===== src/bus_flags_pkg.sv =====
// constants for the two-wire bus status flag block
// Notes on behaviour
// - status register is read-only; a write only clears the lost flag
// - reset clears every status bit to zero
// - flag order bit7 down: master..stop detected
// - generated start sets master active flag
// - master flag clears on stop, loss, exit, disable
// - arbitration loss sets lost, clears master together
// - lost flag zero means none or won
// - lost flag clears on read, bit access, disable
// - upper address nibble 0000/1111 sets extension flag
// - address equal local address sets match flag
// - extension/match clear on start, stop, exit, disable
// - receive state keeps data driver high impedance
package bus_flags_pkg;

    // status register index as printed; byte address is four times it
    localparam logic [31:0] STATUS_IDX = 32'hFFFFFD86;
    localparam logic [31:0] STATUS_ADDR = {STATUS_IDX[29:0], 2'b00};
    localparam logic [31:0] CONTROL_ADDR = 32'hFFFFF600;
    localparam logic [31:0] SLAVE_ADDR_ADDR = 32'hFFFFF604;
    localparam logic [31:0] IRQ_STATUS_ADDR = 32'hFFFFF608;
    localparam logic [31:0] IRQ_MASK_ADDR = 32'hFFFFF60C;

    // bus_status field positions
    localparam int MASTER_BIT = 7;
    localparam int ARB_LOST_BIT = 6;
    localparam int EXT_CODE_BIT = 5;
    localparam int ADDR_MATCH_BIT = 4;
    localparam int TX_STATE_BIT = 3;
    localparam int ACK_BIT = 2;
    localparam int START_BIT = 1;
    localparam int STOP_BIT = 0;

    // bus_control field positions
    localparam int CTRL_ENABLE_BIT = 0;
    localparam int CTRL_START_TRIG_BIT = 1;
    localparam int CTRL_EXIT_BIT = 2;

    // interrupt event positions
    localparam int IRQ_ARB_BIT = 0;
    localparam int IRQ_EXT_BIT = 1;
    localparam int IRQ_MATCH_BIT = 2;
    localparam int IRQ_START_BIT = 3;
    localparam int IRQ_STOP_BIT = 4;
    localparam int IRQ_WIDTH = 5;

    // reset values and counts
    localparam logic [7:0] STATUS_RESET = 8'h00;
    localparam logic [7:0] BYTE_RESET = 8'h00;
    localparam logic [4:0] IRQ_RESET = 5'h00;
    localparam logic [3:0] ADDR_LAST_BIT = 4'h7;
    localparam logic [3:0] EXT_LOW = 4'h0;
    localparam logic [3:0] EXT_HIGH = 4'hF;

    typedef enum logic [1:0] {MON_IDLE, MON_ADDR, MON_DATA} mon_state_t;

endpackage


===== src/bus_line_monitor.sv =====
// watches the scl/sda pins for start, stop and the address byte
`timescale 1ns/1ps
module bus_line_monitor (
    // clock and reset
    input wire logic mclk,
    input wire logic resetn,
    // bus pins
    input wire logic sclIn,
    input wire logic sdaIn,
    // observed events
    output logic startSeen,
    output logic stopSeen,
    output logic eighthEdge,
    output logic [7:0] rxAddr
);
    logic [1:0] sclSync_reg;
    logic [1:0] sdaSync_reg;
    logic sclPrev_reg;
    logic sdaPrev_reg;
    logic [3:0] bitCnt_reg;
    logic [6:0] shift_reg;
    bus_flags_pkg::mon_state_t state_reg;
    logic sclRise;
    logic startNow;
    logic stopNow;

    // two flops on each pin; only stage one reads stage zero
    always_ff @(posedge mclk)
    begin
        if (!resetn)
        begin
            sclSync_reg <= 2'h3;
            sdaSync_reg <= 2'h3;
            sclPrev_reg <= 1'b1;
            sdaPrev_reg <= 1'b1;
        end
        else
        begin
            sclSync_reg <= {sclSync_reg[0], sclIn};
            sdaSync_reg <= {sdaSync_reg[0], sdaIn};
            sclPrev_reg <= sclSync_reg[1];
            sdaPrev_reg <= sdaSync_reg[1];
        end
    end

    // sda moving while scl high marks start or stop
    assign sclRise = sclSync_reg[1] & ~sclPrev_reg;
    assign startNow = sclSync_reg[1] & sclPrev_reg & sdaPrev_reg & ~sdaSync_reg[1];
    assign stopNow = sclSync_reg[1] & sclPrev_reg & ~sdaPrev_reg & sdaSync_reg[1];

    // first byte after a start is the address
    always_ff @(posedge mclk)
    begin
        if (!resetn)
        begin
            state_reg <= bus_flags_pkg::MON_IDLE;
            bitCnt_reg <= 4'h0;
            shift_reg <= 7'h00;
            eighthEdge <= 1'b0;
            rxAddr <= bus_flags_pkg::BYTE_RESET;
        end
        else
        begin
            eighthEdge <= 1'b0;
            if (startNow)
            begin
                state_reg <= bus_flags_pkg::MON_ADDR;
                bitCnt_reg <= 4'h0;
            end
            else if (stopNow)
                state_reg <= bus_flags_pkg::MON_IDLE;
            else if (sclRise && state_reg == bus_flags_pkg::MON_ADDR)
            begin
                shift_reg <= {shift_reg[5:0], sdaSync_reg[1]};
                bitCnt_reg <= bitCnt_reg + 4'h1;
                if (bitCnt_reg == bus_flags_pkg::ADDR_LAST_BIT)
                begin
                    eighthEdge <= 1'b1;
                    rxAddr <= {shift_reg, sdaSync_reg[1]};
                    state_reg <= bus_flags_pkg::MON_DATA;
                end
            end
        end
    end

    // start and stop pulses registered for timing
    always_ff @(posedge mclk)
    begin
        if (!resetn)
        begin
            startSeen <= 1'b0;
            stopSeen <= 1'b0;
        end
        else
        begin
            startSeen <= startNow;
            stopSeen <= stopNow;
        end
    end

endmodule


===== src/bus_status_flags.sv =====
// status flag logic of the two-wire bus controller with its AHB-Lite slave
//
// The implementer's own choice: register access over AHB-Lite.
`timescale 1ns/1ps
module bus_status_flags (
    // clock and reset
    input wire logic mclk,
    input wire logic resetn,
    // AHB-Lite slave
    input wire logic hsel,
    input wire logic [31:0] haddr,
    input wire logic [1:0] htrans,
    input wire logic hwrite,
    input wire logic [2:0] hsize,
    input wire logic [31:0] hwdata,
    input wire logic hready,
    output logic [31:0] hrdata,
    output logic hreadyout,
    output logic hresp,
    // events from the shift engine, same clock
    input wire logic startGenerated,
    input wire logic arbLost,
    input wire logic transmitState,
    input wire logic ackDetected,
    input wire logic startDetected,
    input wire logic stopDetected,
    input wire logic sdaDrive,
    // bus pins
    input wire logic sclIn,
    input wire logic sdaIn,
    output logic sdaOut,
    output logic sdaOeN,
    // interrupt
    output logic irq
);
    // flag state
    logic masterActive_reg;
    logic arbLostFlag_reg;
    logic extCode_reg;
    logic addrMatch_reg;
    // control and software registers
    logic enable_reg;
    logic enablePrev_reg;
    logic startTrigger_reg;
    logic [7:0] localSlaveAddr_reg;
    logic [4:0] irqStatus_reg;
    logic [4:0] irqMask_reg;
    // data phase bookkeeping
    logic dataWrite_reg;
    logic dataRead_reg;
    logic [31:0] dataAddr_reg;
    // decoded strobes and monitor outputs
    logic addrPhase;
    logic exitWrite;
    logic enableFall;
    logic statusRead;
    logic statusWrite;
    logic startSeen;
    logic stopSeen;
    logic eighthEdge;
    logic [7:0] rxAddr;
    logic extHit;
    logic matchHit;
    logic [7:0] statusByte;
    logic [4:0] irqEvents;

    ////////////////////////////////////////////////////////////////////////////
    // pin monitor

    bus_line_monitor monitor (
        .mclk(mclk),
        .resetn(resetn),
        .sclIn(sclIn),
        .sdaIn(sdaIn),
        .startSeen(startSeen),
        .stopSeen(stopSeen),
        .eighthEdge(eighthEdge),
        .rxAddr(rxAddr)
    );

    ////////////////////////////////////////////////////////////////////////////
    // bus slave

    // the full word is compared, so an alias in the upper bits never hits
    // tests one decoded address
    function automatic logic hitAt(input logic [31:0] addr, input logic [31:0] target);
        hitAt = (addr == target);
    endfunction

    // hsize is not decoded: every register sits in the low byte lanes
    // zero wait states, always OKAY
    assign hreadyout = 1'b1;
    assign hresp = 1'b0;
    assign addrPhase = hsel & htrans[1] & hready;

    // address phase captured for the data phase
    always_ff @(posedge mclk)
    begin
        if (!resetn)
        begin
            dataWrite_reg <= 1'b0;
            dataRead_reg <= 1'b0;
            dataAddr_reg <= 32'h00000000;
        end
        else if (hready)
        begin
            dataWrite_reg <= addrPhase & hwrite;
            dataRead_reg <= addrPhase & ~hwrite;
            dataAddr_reg <= haddr;
        end
    end

    // decoded write and read side effects
    assign exitWrite = dataWrite_reg & hitAt(dataAddr_reg, bus_flags_pkg::CONTROL_ADDR)
        & hwdata[bus_flags_pkg::CTRL_EXIT_BIT];
    assign statusRead = dataRead_reg & hitAt(dataAddr_reg, bus_flags_pkg::STATUS_ADDR);
    assign statusWrite = dataWrite_reg & hitAt(dataAddr_reg, bus_flags_pkg::STATUS_ADDR);
    assign enableFall = enablePrev_reg & ~enable_reg;

    // a status read clears lost arbitration only after its data phase
    // read data staged at the address phase so it stands from a flop
    always_ff @(posedge mclk)
    begin
        if (!resetn)
            hrdata <= 32'h00000000;
        else if (addrPhase && !hwrite)
        begin
            if (hitAt(haddr, bus_flags_pkg::STATUS_ADDR))
                hrdata <= {24'h000000, statusByte};
            else if (hitAt(haddr, bus_flags_pkg::CONTROL_ADDR))
                hrdata <= {29'h00000000, 1'b0, startTrigger_reg, enable_reg};
            else if (hitAt(haddr, bus_flags_pkg::SLAVE_ADDR_ADDR))
                hrdata <= {24'h000000, localSlaveAddr_reg};
            else if (hitAt(haddr, bus_flags_pkg::IRQ_STATUS_ADDR))
                hrdata <= {27'h0000000, irqStatus_reg};
            else if (hitAt(haddr, bus_flags_pkg::IRQ_MASK_ADDR))
                hrdata <= {27'h0000000, irqMask_reg};
            else
                hrdata <= 32'h00000000;
        end
    end

    ////////////////////////////////////////////////////////////////////////////
    // control register

    // a fall of enable shows one cycle late, through enablePrev_reg
    // enable and local address are plain software state
    always_ff @(posedge mclk)
    begin
        if (!resetn)
        begin
            enable_reg <= 1'b0;
            enablePrev_reg <= 1'b0;
            localSlaveAddr_reg <= bus_flags_pkg::BYTE_RESET;
        end
        else
        begin
            enablePrev_reg <= enable_reg;
            if (dataWrite_reg && hitAt(dataAddr_reg, bus_flags_pkg::CONTROL_ADDR))
                enable_reg <= hwdata[bus_flags_pkg::CTRL_ENABLE_BIT];
            if (dataWrite_reg && hitAt(dataAddr_reg, bus_flags_pkg::SLAVE_ADDR_ADDR))
                localSlaveAddr_reg <= hwdata[7:0];
        end
    end

    // start trigger stays set until the start goes out or is abandoned
    always_ff @(posedge mclk)
    begin
        if (!resetn)
            startTrigger_reg <= 1'b0;
        else if (dataWrite_reg && hitAt(dataAddr_reg, bus_flags_pkg::CONTROL_ADDR)
            && hwdata[bus_flags_pkg::CTRL_START_TRIG_BIT])
            startTrigger_reg <= 1'b1;
        else if (startGenerated || arbLost || exitWrite || enableFall)
            startTrigger_reg <= 1'b0;
    end

    ////////////////////////////////////////////////////////////////////////////
    // status flags, all on mclk

    // engine pulses share mclk, so they need no synchroniser here
    // master active: generated start sets it; loss wins over a same-cycle start
    always_ff @(posedge mclk)
    begin
        if (!resetn)
            masterActive_reg <= 1'b0;
        else if (stopSeen || arbLost || exitWrite || enableFall)
            masterActive_reg <= 1'b0;
        else if (startGenerated)
            masterActive_reg <= 1'b1;
    end

    // arbitration lost: a loss beside a clearing read is kept, not dropped
    always_ff @(posedge mclk)
    begin
        if (!resetn)
            arbLostFlag_reg <= 1'b0;
        else if (arbLost)
            arbLostFlag_reg <= 1'b1;
        else if (statusRead || statusWrite || enableFall)
            arbLostFlag_reg <= 1'b0;
    end

    // bit zero of the local address is the direction bit and is ignored
    // address checks only count while the controller is enabled
    assign extHit = enable_reg & eighthEdge
        & (rxAddr[7:4] == bus_flags_pkg::EXT_LOW || rxAddr[7:4] == bus_flags_pkg::EXT_HIGH);
    assign matchHit = enable_reg & eighthEdge & (rxAddr[7:1] == localSlaveAddr_reg[7:1]);

    // extension code flag
    always_ff @(posedge mclk)
    begin
        if (!resetn)
            extCode_reg <= 1'b0;
        else if (extHit)
            extCode_reg <= 1'b1;
        else if (startSeen || stopSeen || exitWrite || enableFall)
            extCode_reg <= 1'b0;
    end

    // address match flag
    always_ff @(posedge mclk)
    begin
        if (!resetn)
            addrMatch_reg <= 1'b0;
        else if (matchHit)
            addrMatch_reg <= 1'b1;
        else if (startSeen || stopSeen || exitWrite || enableFall)
            addrMatch_reg <= 1'b0;
    end

    // status byte in documented bit order; engine bits pass only while enabled
    always_comb
    begin
        statusByte = bus_flags_pkg::STATUS_RESET;
        statusByte[bus_flags_pkg::MASTER_BIT] = masterActive_reg;
        statusByte[bus_flags_pkg::ARB_LOST_BIT] = arbLostFlag_reg;
        statusByte[bus_flags_pkg::EXT_CODE_BIT] = extCode_reg;
        statusByte[bus_flags_pkg::ADDR_MATCH_BIT] = addrMatch_reg;
        statusByte[bus_flags_pkg::TX_STATE_BIT] = transmitState & enable_reg;
        statusByte[bus_flags_pkg::ACK_BIT] = ackDetected & enable_reg;
        statusByte[bus_flags_pkg::START_BIT] = startDetected & enable_reg;
        statusByte[bus_flags_pkg::STOP_BIT] = stopDetected & enable_reg;
    end

    ////////////////////////////////////////////////////////////////////////////
    // data line driver

    // registered so the pin cannot glitch while transmitState settles
    // receive state or disabled leaves the line released
    always_ff @(posedge mclk)
    begin
        if (!resetn)
        begin
            sdaOut <= 1'b1;
            sdaOeN <= 1'b1;
        end
        else
        begin
            sdaOut <= sdaDrive;
            sdaOeN <= ~(transmitState & enable_reg);
        end
    end

    ////////////////////////////////////////////////////////////////////////////
    // interrupts

    // causes of the sticky interrupt bits, one per event
    assign irqEvents[bus_flags_pkg::IRQ_ARB_BIT] = arbLost;
    assign irqEvents[bus_flags_pkg::IRQ_EXT_BIT] = extHit;
    assign irqEvents[bus_flags_pkg::IRQ_MATCH_BIT] = matchHit;
    assign irqEvents[bus_flags_pkg::IRQ_START_BIT] = startSeen;
    assign irqEvents[bus_flags_pkg::IRQ_STOP_BIT] = stopSeen;

    // sticky bits, write one to clear; a new event wins over the clear
    genvar i;
    generate
        for (i = 0; i < bus_flags_pkg::IRQ_WIDTH; i++)
        begin : gen_irq
            always_ff @(posedge mclk)
            begin
                if (!resetn)
                    irqStatus_reg[i] <= 1'b0;
                else if (irqEvents[i])
                    irqStatus_reg[i] <= 1'b1;
                else if (dataWrite_reg
                    && hitAt(dataAddr_reg, bus_flags_pkg::IRQ_STATUS_ADDR) && hwdata[i])
                    irqStatus_reg[i] <= 1'b0;
            end
        end
    endgenerate

    // mask register, one enables
    always_ff @(posedge mclk)
    begin
        if (!resetn)
            irqMask_reg <= bus_flags_pkg::IRQ_RESET;
        else if (dataWrite_reg && hitAt(dataAddr_reg, bus_flags_pkg::IRQ_MASK_ADDR))
            irqMask_reg <= hwdata[4:0];
    end

    // a level lets several causes share one line; software masks the rest
    // level output straight from the flops
    assign irq = |(irqStatus_reg & irqMask_reg);

endmodule


===== config.mk =====
export PLATFORM = sky130hd
export DESIGN_NAME = bus_status_flags
export DESIGN_NICKNAME = d
export VERILOG_FILES = /design/src/bus_flags_pkg.sv /design/src/bus_line_monitor.sv /design/src/bus_status_flags.sv
export SDC_FILE = /design/constraint.sdc
export NUM_CORES = 1
export LEC_CHECK = 0
export BUFFER_PORTS_ARGS = -buffer_cell sky130_fd_sc_hd__buf_2
export CELL_PAD_IN_SITES_DETAIL_PLACEMENT = 0
export CELL_PAD_IN_SITES_GLOBAL_PLACEMENT = 1
export CORE_MARGIN = 2
export CORE_UTILIZATION = 42
export CTS_CLUSTER_SIZE = 28
export DETAILED_ROUTE_END_ITERATION = 10
export GPL_TIMING_DRIVEN = 0
export PLACE_DENSITY = 0.82
export SETUP_SLACK_MARGIN = 0.15
export SLEW_MARGIN = 10
export SYNTH_ARGS = -nofsm -noshare
export SYNTH_HDL_FRONTEND = slang
export SYNTH_HIERARCHICAL = 1
export SYNTH_SLANG_ARGS = --single-unit

===== constraint.sdc =====
create_clock -name mclk -period 2.4 [get_ports mclk]
set_input_delay 0.36 -clock mclk [delete_from_list [all_inputs] [get_ports mclk]]
set_output_delay 0.36 -clock mclk [all_outputs]
set_load 0.05 [all_outputs]

* Yosys cells after proc, flatten, opt, wreduce, memory -nomap -nowiden *
Cells that the tools add are included.

operators by class
  add/subtract/negate cells = 1
  equal/unequal tests = 14
  muxes and demuxes = 27
  bitwise logic cells = 33
  reductions and logical operators = 47

operators by type and width
  kind                  number
  $eq 32x32->1 const B  10
  $mux 8                3
  $and 1x1->1           22
  $mux 1                22
  $reduce_bool 2->1     9
  $logic_and 1x1->1     12
  $logic_or 1x1->1      12
  $mux 5                2
  $not 1->1             10
  $eq 7x7->1            1
  $reduce_and 2->1      3
  $reduce_bool 3->1     2
  $and 5x5->5           1
  $reduce_or 5->1       1
  $add 4x1->4 const B   1
  $eq 4x3->1 const B    1
  $eq 4x4->1 const B    1
  $logic_not 4->1       1
  $reduce_and 4->1      1
  $reduce_or 2->1       2
  $reduce_or 4->1       1
  $reduce_and 3->1      1
  $reduce_or 3->1       1
  $eq 2x1->1 const B    1
  $logic_not 1->1       1

word-level totals
  bits in registers = 123
  input bits = 83
  output and inout bits = 37
  word-level logic and storage cells = 154

* Logic depth before layout (Yosys ltp) *
  depth after elaboration = 7
  mapped depth = 5
  depth with buffers taken out = 4

* Modules after synthesis *
Netlist, hierarchy kept.

by module, submodules not included
  module            times used  cells each  area an instance (sq um)  sequential area each (sq um)
  bus_status_flags  1           365         3,348.2                   1,381.3
  bus_line_monitor  1           115         1,101.1                   600.6

* Least setup slack after synthesis *
No wires, ideal clock.

  path kind = input-to-reg
  from = in haddr[0]
  to = reg hrdata[4]
  setup time = 0.087 ns
  data arrival time = 1.597 ns
  required time = 2.313 ns
  setup slack = 0.716 ns
  cell stages on the path = 4
  buffers on the path = 0
  cell sequence = or4b_4 nor4_4 nand2_2 o31ai_1

between the ends
  cells in the longest elaborated chain, start to end = 6

RTL lines
  element                 line                     text
  start: declaration      bus_status_flags.sv:11   input wire logic [31:0] haddr,
  $eq 32x32->1            bus_status_flags.sv:87   hitAt = (addr == target);
  $mux 5                  bus_status_flags.sv:136  else if (hitAt(haddr, bus_flags_pkg::IRQ_MASK_ADDR))
  $mux 5                  bus_status_flags.sv:134  else if (hitAt(haddr, bus_flags_pkg::IRQ_STATUS_ADDR))
  $mux 8                  bus_status_flags.sv:132  else if (hitAt(haddr, bus_flags_pkg::SLAVE_ADDR_ADDR))
  $mux 8                  bus_status_flags.sv:130  else if (hitAt(haddr, bus_flags_pkg::CONTROL_ADDR))
  $mux 8 *                bus_status_flags.sv:128  if (hitAt(haddr, bus_flags_pkg::STATUS_ADDR))
  end signal: assignment  bus_status_flags.sv:129  hrdata <= {24'h000000, statusByte};
  end signal: assignment  bus_status_flags.sv:131  hrdata <= {29'h00000000, 1'b0, startTrigger_reg, enable_reg};
  end signal: assignment  bus_status_flags.sv:133  hrdata <= {24'h000000, localSlaveAddr_reg};
  end: declaration        bus_status_flags.sv:17   output logic [31:0] hrdata,

Mark *: on every way between the ends. The rest lies on a longest branch, timed or not.
A chain may end at the register's enable or synchronous reset.

* Worst setup path after layout *
  from = reg dataAddr_reg[31]
  to = reg extCode_reg

between the ends
  cells in the longest elaborated chain, start to end = 6

RTL lines
  element                         line                     text
  start: declaration              bus_status_flags.sv:51   logic [31:0] dataAddr_reg;
  start signal: assignment        bus_status_flags.sv:109  dataAddr_reg <= haddr;
  $eq 32x32->1                    bus_status_flags.sv:87
  $and 1x1->1                     bus_status_flags.sv:114  assign exitWrite = dataWrite_reg & hitAt(dataAddr_reg, bus_flags_pkg::CONTROL_ADDR)
  $and 1x1->1                     bus_status_flags.sv:115  & hwdata[bus_flags_pkg::CTRL_EXIT_BIT];
  $logic_or 1x1->1 (2 in series)  bus_status_flags.sv:217  else if (startSeen || stopSeen || exitWrite || enableFall)
  $reduce_bool 2->1 (no line)     -
  end signal: assignment          bus_status_flags.sv:214  extCode_reg <= 1'b0;
  end signal: assignment          bus_status_flags.sv:216  extCode_reg <= 1'b1;
  end signal: assignment          bus_status_flags.sv:218  extCode_reg <= 1'b0;
  end: declaration                bus_status_flags.sv:39   logic extCode_reg;

Every way passes these cells.

==> results.py <==
metrics = {
    "global_route": {
        "grt_use_total_pct": 18.26,
        "grt_use_met1_pct": 23.57,
        "antenna_found_initial": 1,
        "grt_pass1_wl_um": 16310,
        "grtUsageMet3_pct": 3.004,
        "gr-total-overflow": 0,
        "grt-busiest-layer": "met2",
        "use_met2_pct": 30.59,
        "grt_max_degree": 16,
        "grt_pass1_vias": 3413,
    },
    "timing": {
        "hold_viol_final": 0,
        "setup_viol": 0,
        "maxSlewHeadroom_pct": 53.80,
        "fmax_mhz": 519.5,
        "rsz0062_at_grt": "false",
        "final.setup.tns_ns": 0,
        "worst_slew_pin_slew_ns": 0.6930,
        "fin_crit_ns": 1.925,
        "finalClockSkew_ns": 0.01965,
        "slew_viol_final": 0,
        "finalCritPeriodShare_pct": 80.20,
    },
    "place": {
        "place_congestion": 0.8524,
        "portBuffers": 62,
        "place_hpwl_um": 7658,
        "place_area_um2": 4982,
    },
    "min_path": {
        "hp-class": "primary input to register",
    },
    "drt": {
        "vias_per_cell": 5.029,
        "wl_um": 10010,
        "avgRoutedWirePerCell_um": 14.02,
        "detail-route-antenna-nets": 0,
        "dr.pass1.iters": 5,
        "drc": 0,
        "dr.first_iter.drc_count": 170,
        "num_vias": 3591,
    },
    "synth": {
        "avgSynthCellArea_um2": 9.268,
        "syn_area_um2": 4412,
        "synthCells": 476,
        "ys.warnings.count": 6,
    },
    "final_layout": {
        "drive_above_1_share_pct": 20.24,
        "nets": 657,
        "stdcell_area_um2": 5201,
        "synthToLayoutAreaGrowth_pct": 17.90,
        "largest_reg_flops": 32,
        "diodes": 0,
    },
    "clock_network": {
        "clk_pin_slew_worst_paths_ns": 0.10,
        "cts_buffers": 9,
        "cts_tree": "built",
        "cts_sinks": 98,
        "insertion_delay_ns": 0.37,
        "h-tree-depth": 3,
        "cts_setup_buffers": 0,
        "cts_hold_buf": 0,
        "cts_buffer_depth": 2,
        "cts_root_buf": "clkbuf_8",
        "cts-resized-gates": 0,
    },
    "critical_path": {
        "path_max_fanout": 6,
        "path_class": "register to register",
        "required_ns": 2.63,
        "endpoint_kind": "register",
        "start_kind": "register",
        "crit_arrival_ns": 2.15,
    },
    "die": {
        "die_w_um": 106.5,
        "core_um2": 10280,
        "rows": 37,
        "die_h_um": 106.5,
        "io_pins": 120,
        "dieArea_um2": 11340,
        "start_util_pct": 42.93,
    },
    "power": {
        "power_leakage_nw": 2.231,
        "ir_drop_mv": 0.3106,
        "powerDensity_nw_per_um2": 618.4,
    },
    "run_status": {
        "status": "completed",
    },
    "job": {
        "cap_violations": 0,
    },
}
through the flow:
| stage | worst slack, ns | utilization, % | hold WS (ns) | total power [mW] | cells |
|---|---|---|---|---|---|
| floorplan | 0.7164 | - | 0.3863 | 1.987 | 500 |
| global placement | 0.4497 | 48.48 | 0.3909 | 2.076 | 698 |
| detailed placement | 0.4218 | 48.48 | 0.3918 | 2.082 | 698 |
| CTS | 0.4935 | 50.61 | 0.1517 | 3.238 | 714 |
| global route | 0.3278 | 50.61 | 0.1526 | 3.337 | 714 |
| finish | 0.4751 | 50.61 | 0.1637 | 3.217 | 714 |
final timing paths:
kind | startpoint | to | slack (ns) | depth (start not counted)
max reg2reg | dataAddr_reg[31]$_SDFFE_PN0P_ | extCode_reg$_SDFFE_PN0P_ | 0.48 | 4
min reg2reg | monitor/sclSync_reg[0]$_SDFF_PN1_ | monitor/sclSync_reg[1]$_SDFF_PN1_ | 0.41 | 1
min | transmitState | sdaOeN$_SDFF_PN1_ | 0.16 | 2
max | dataAddr_reg[31]$_SDFFE_PN0P_ | extCode_reg$_SDFFE_PN0P_ | 0.48 | 4
final cells by class:
| class | instances | area (µm²) |
|---|---|---|
| fill | 998 | 5076 |
| multi-input combinational | 341 | 2202 |
| sequential | 98 | 1962 |
| timing repair buffer | 62 | 310.3 |
| buffer | 49 | 292.8 |
| tap | 136 | 170.2 |
| clock buffer | 11 | 141.4 |
| clock inverter | 5 | 77.57 |
| inverter | 12 | 45.04 |
layout by cell type, fill, tap and decap left out, types with 2 or more instances in the layout:
cell	n
or3_1	3
a32oi_1	2
buf_4	26
or4b_1	2
and4_1	3
nand3b_1	2
clkbuf_1	17
o2bb2ai_1	3
nand4b_1	7
a31oi_1	4
buf_2	65
bufinv_16	2
nor3b_1	3
and3_1	2
xnor2_1	8
mux2i_1	57
a21oi_1	19
o22ai_1	3
nand4_1	17
conb_1	26
o211ai_1	2
buf_1	3
clkinv_2	2
nor2_1	39
nor4_1	4
nor4_4	2
inv_1	11
nand2_1	67
nand2b_1	11
a22o_1	3
o21ai_0	12
o31ai_1	3
or4_1	2
clkbuf_8	10
nand3_1	12
nand4bb_1	2
dfxtp_1	98
metal layers:
layer  share of wire (%)  vias to the layer above
met1                  45                     1649
met3                 5.5                       14
met2                  48                      103
li1                    -                     1823
met4                 1.5                        2
met5                0.11                        -
power breakdown:
part	internal (mW)	total [mW]	switching, mW	leakage [nW]
sequential	1.67	1.70	0.0293	0.799
clock	0.613	1.17	0.558	0.109
combinational	0.124	0.347	0.223	1.32
worst max-delay path, cell delays in order (launching register included):
cell	delay [ns]
dfxtp_1	0.33
nor3b_1	0.57
nand4_1	0.28
nor4_2	0.45
o22ai_1	0.15
Power figures use the tool's default switching activity.
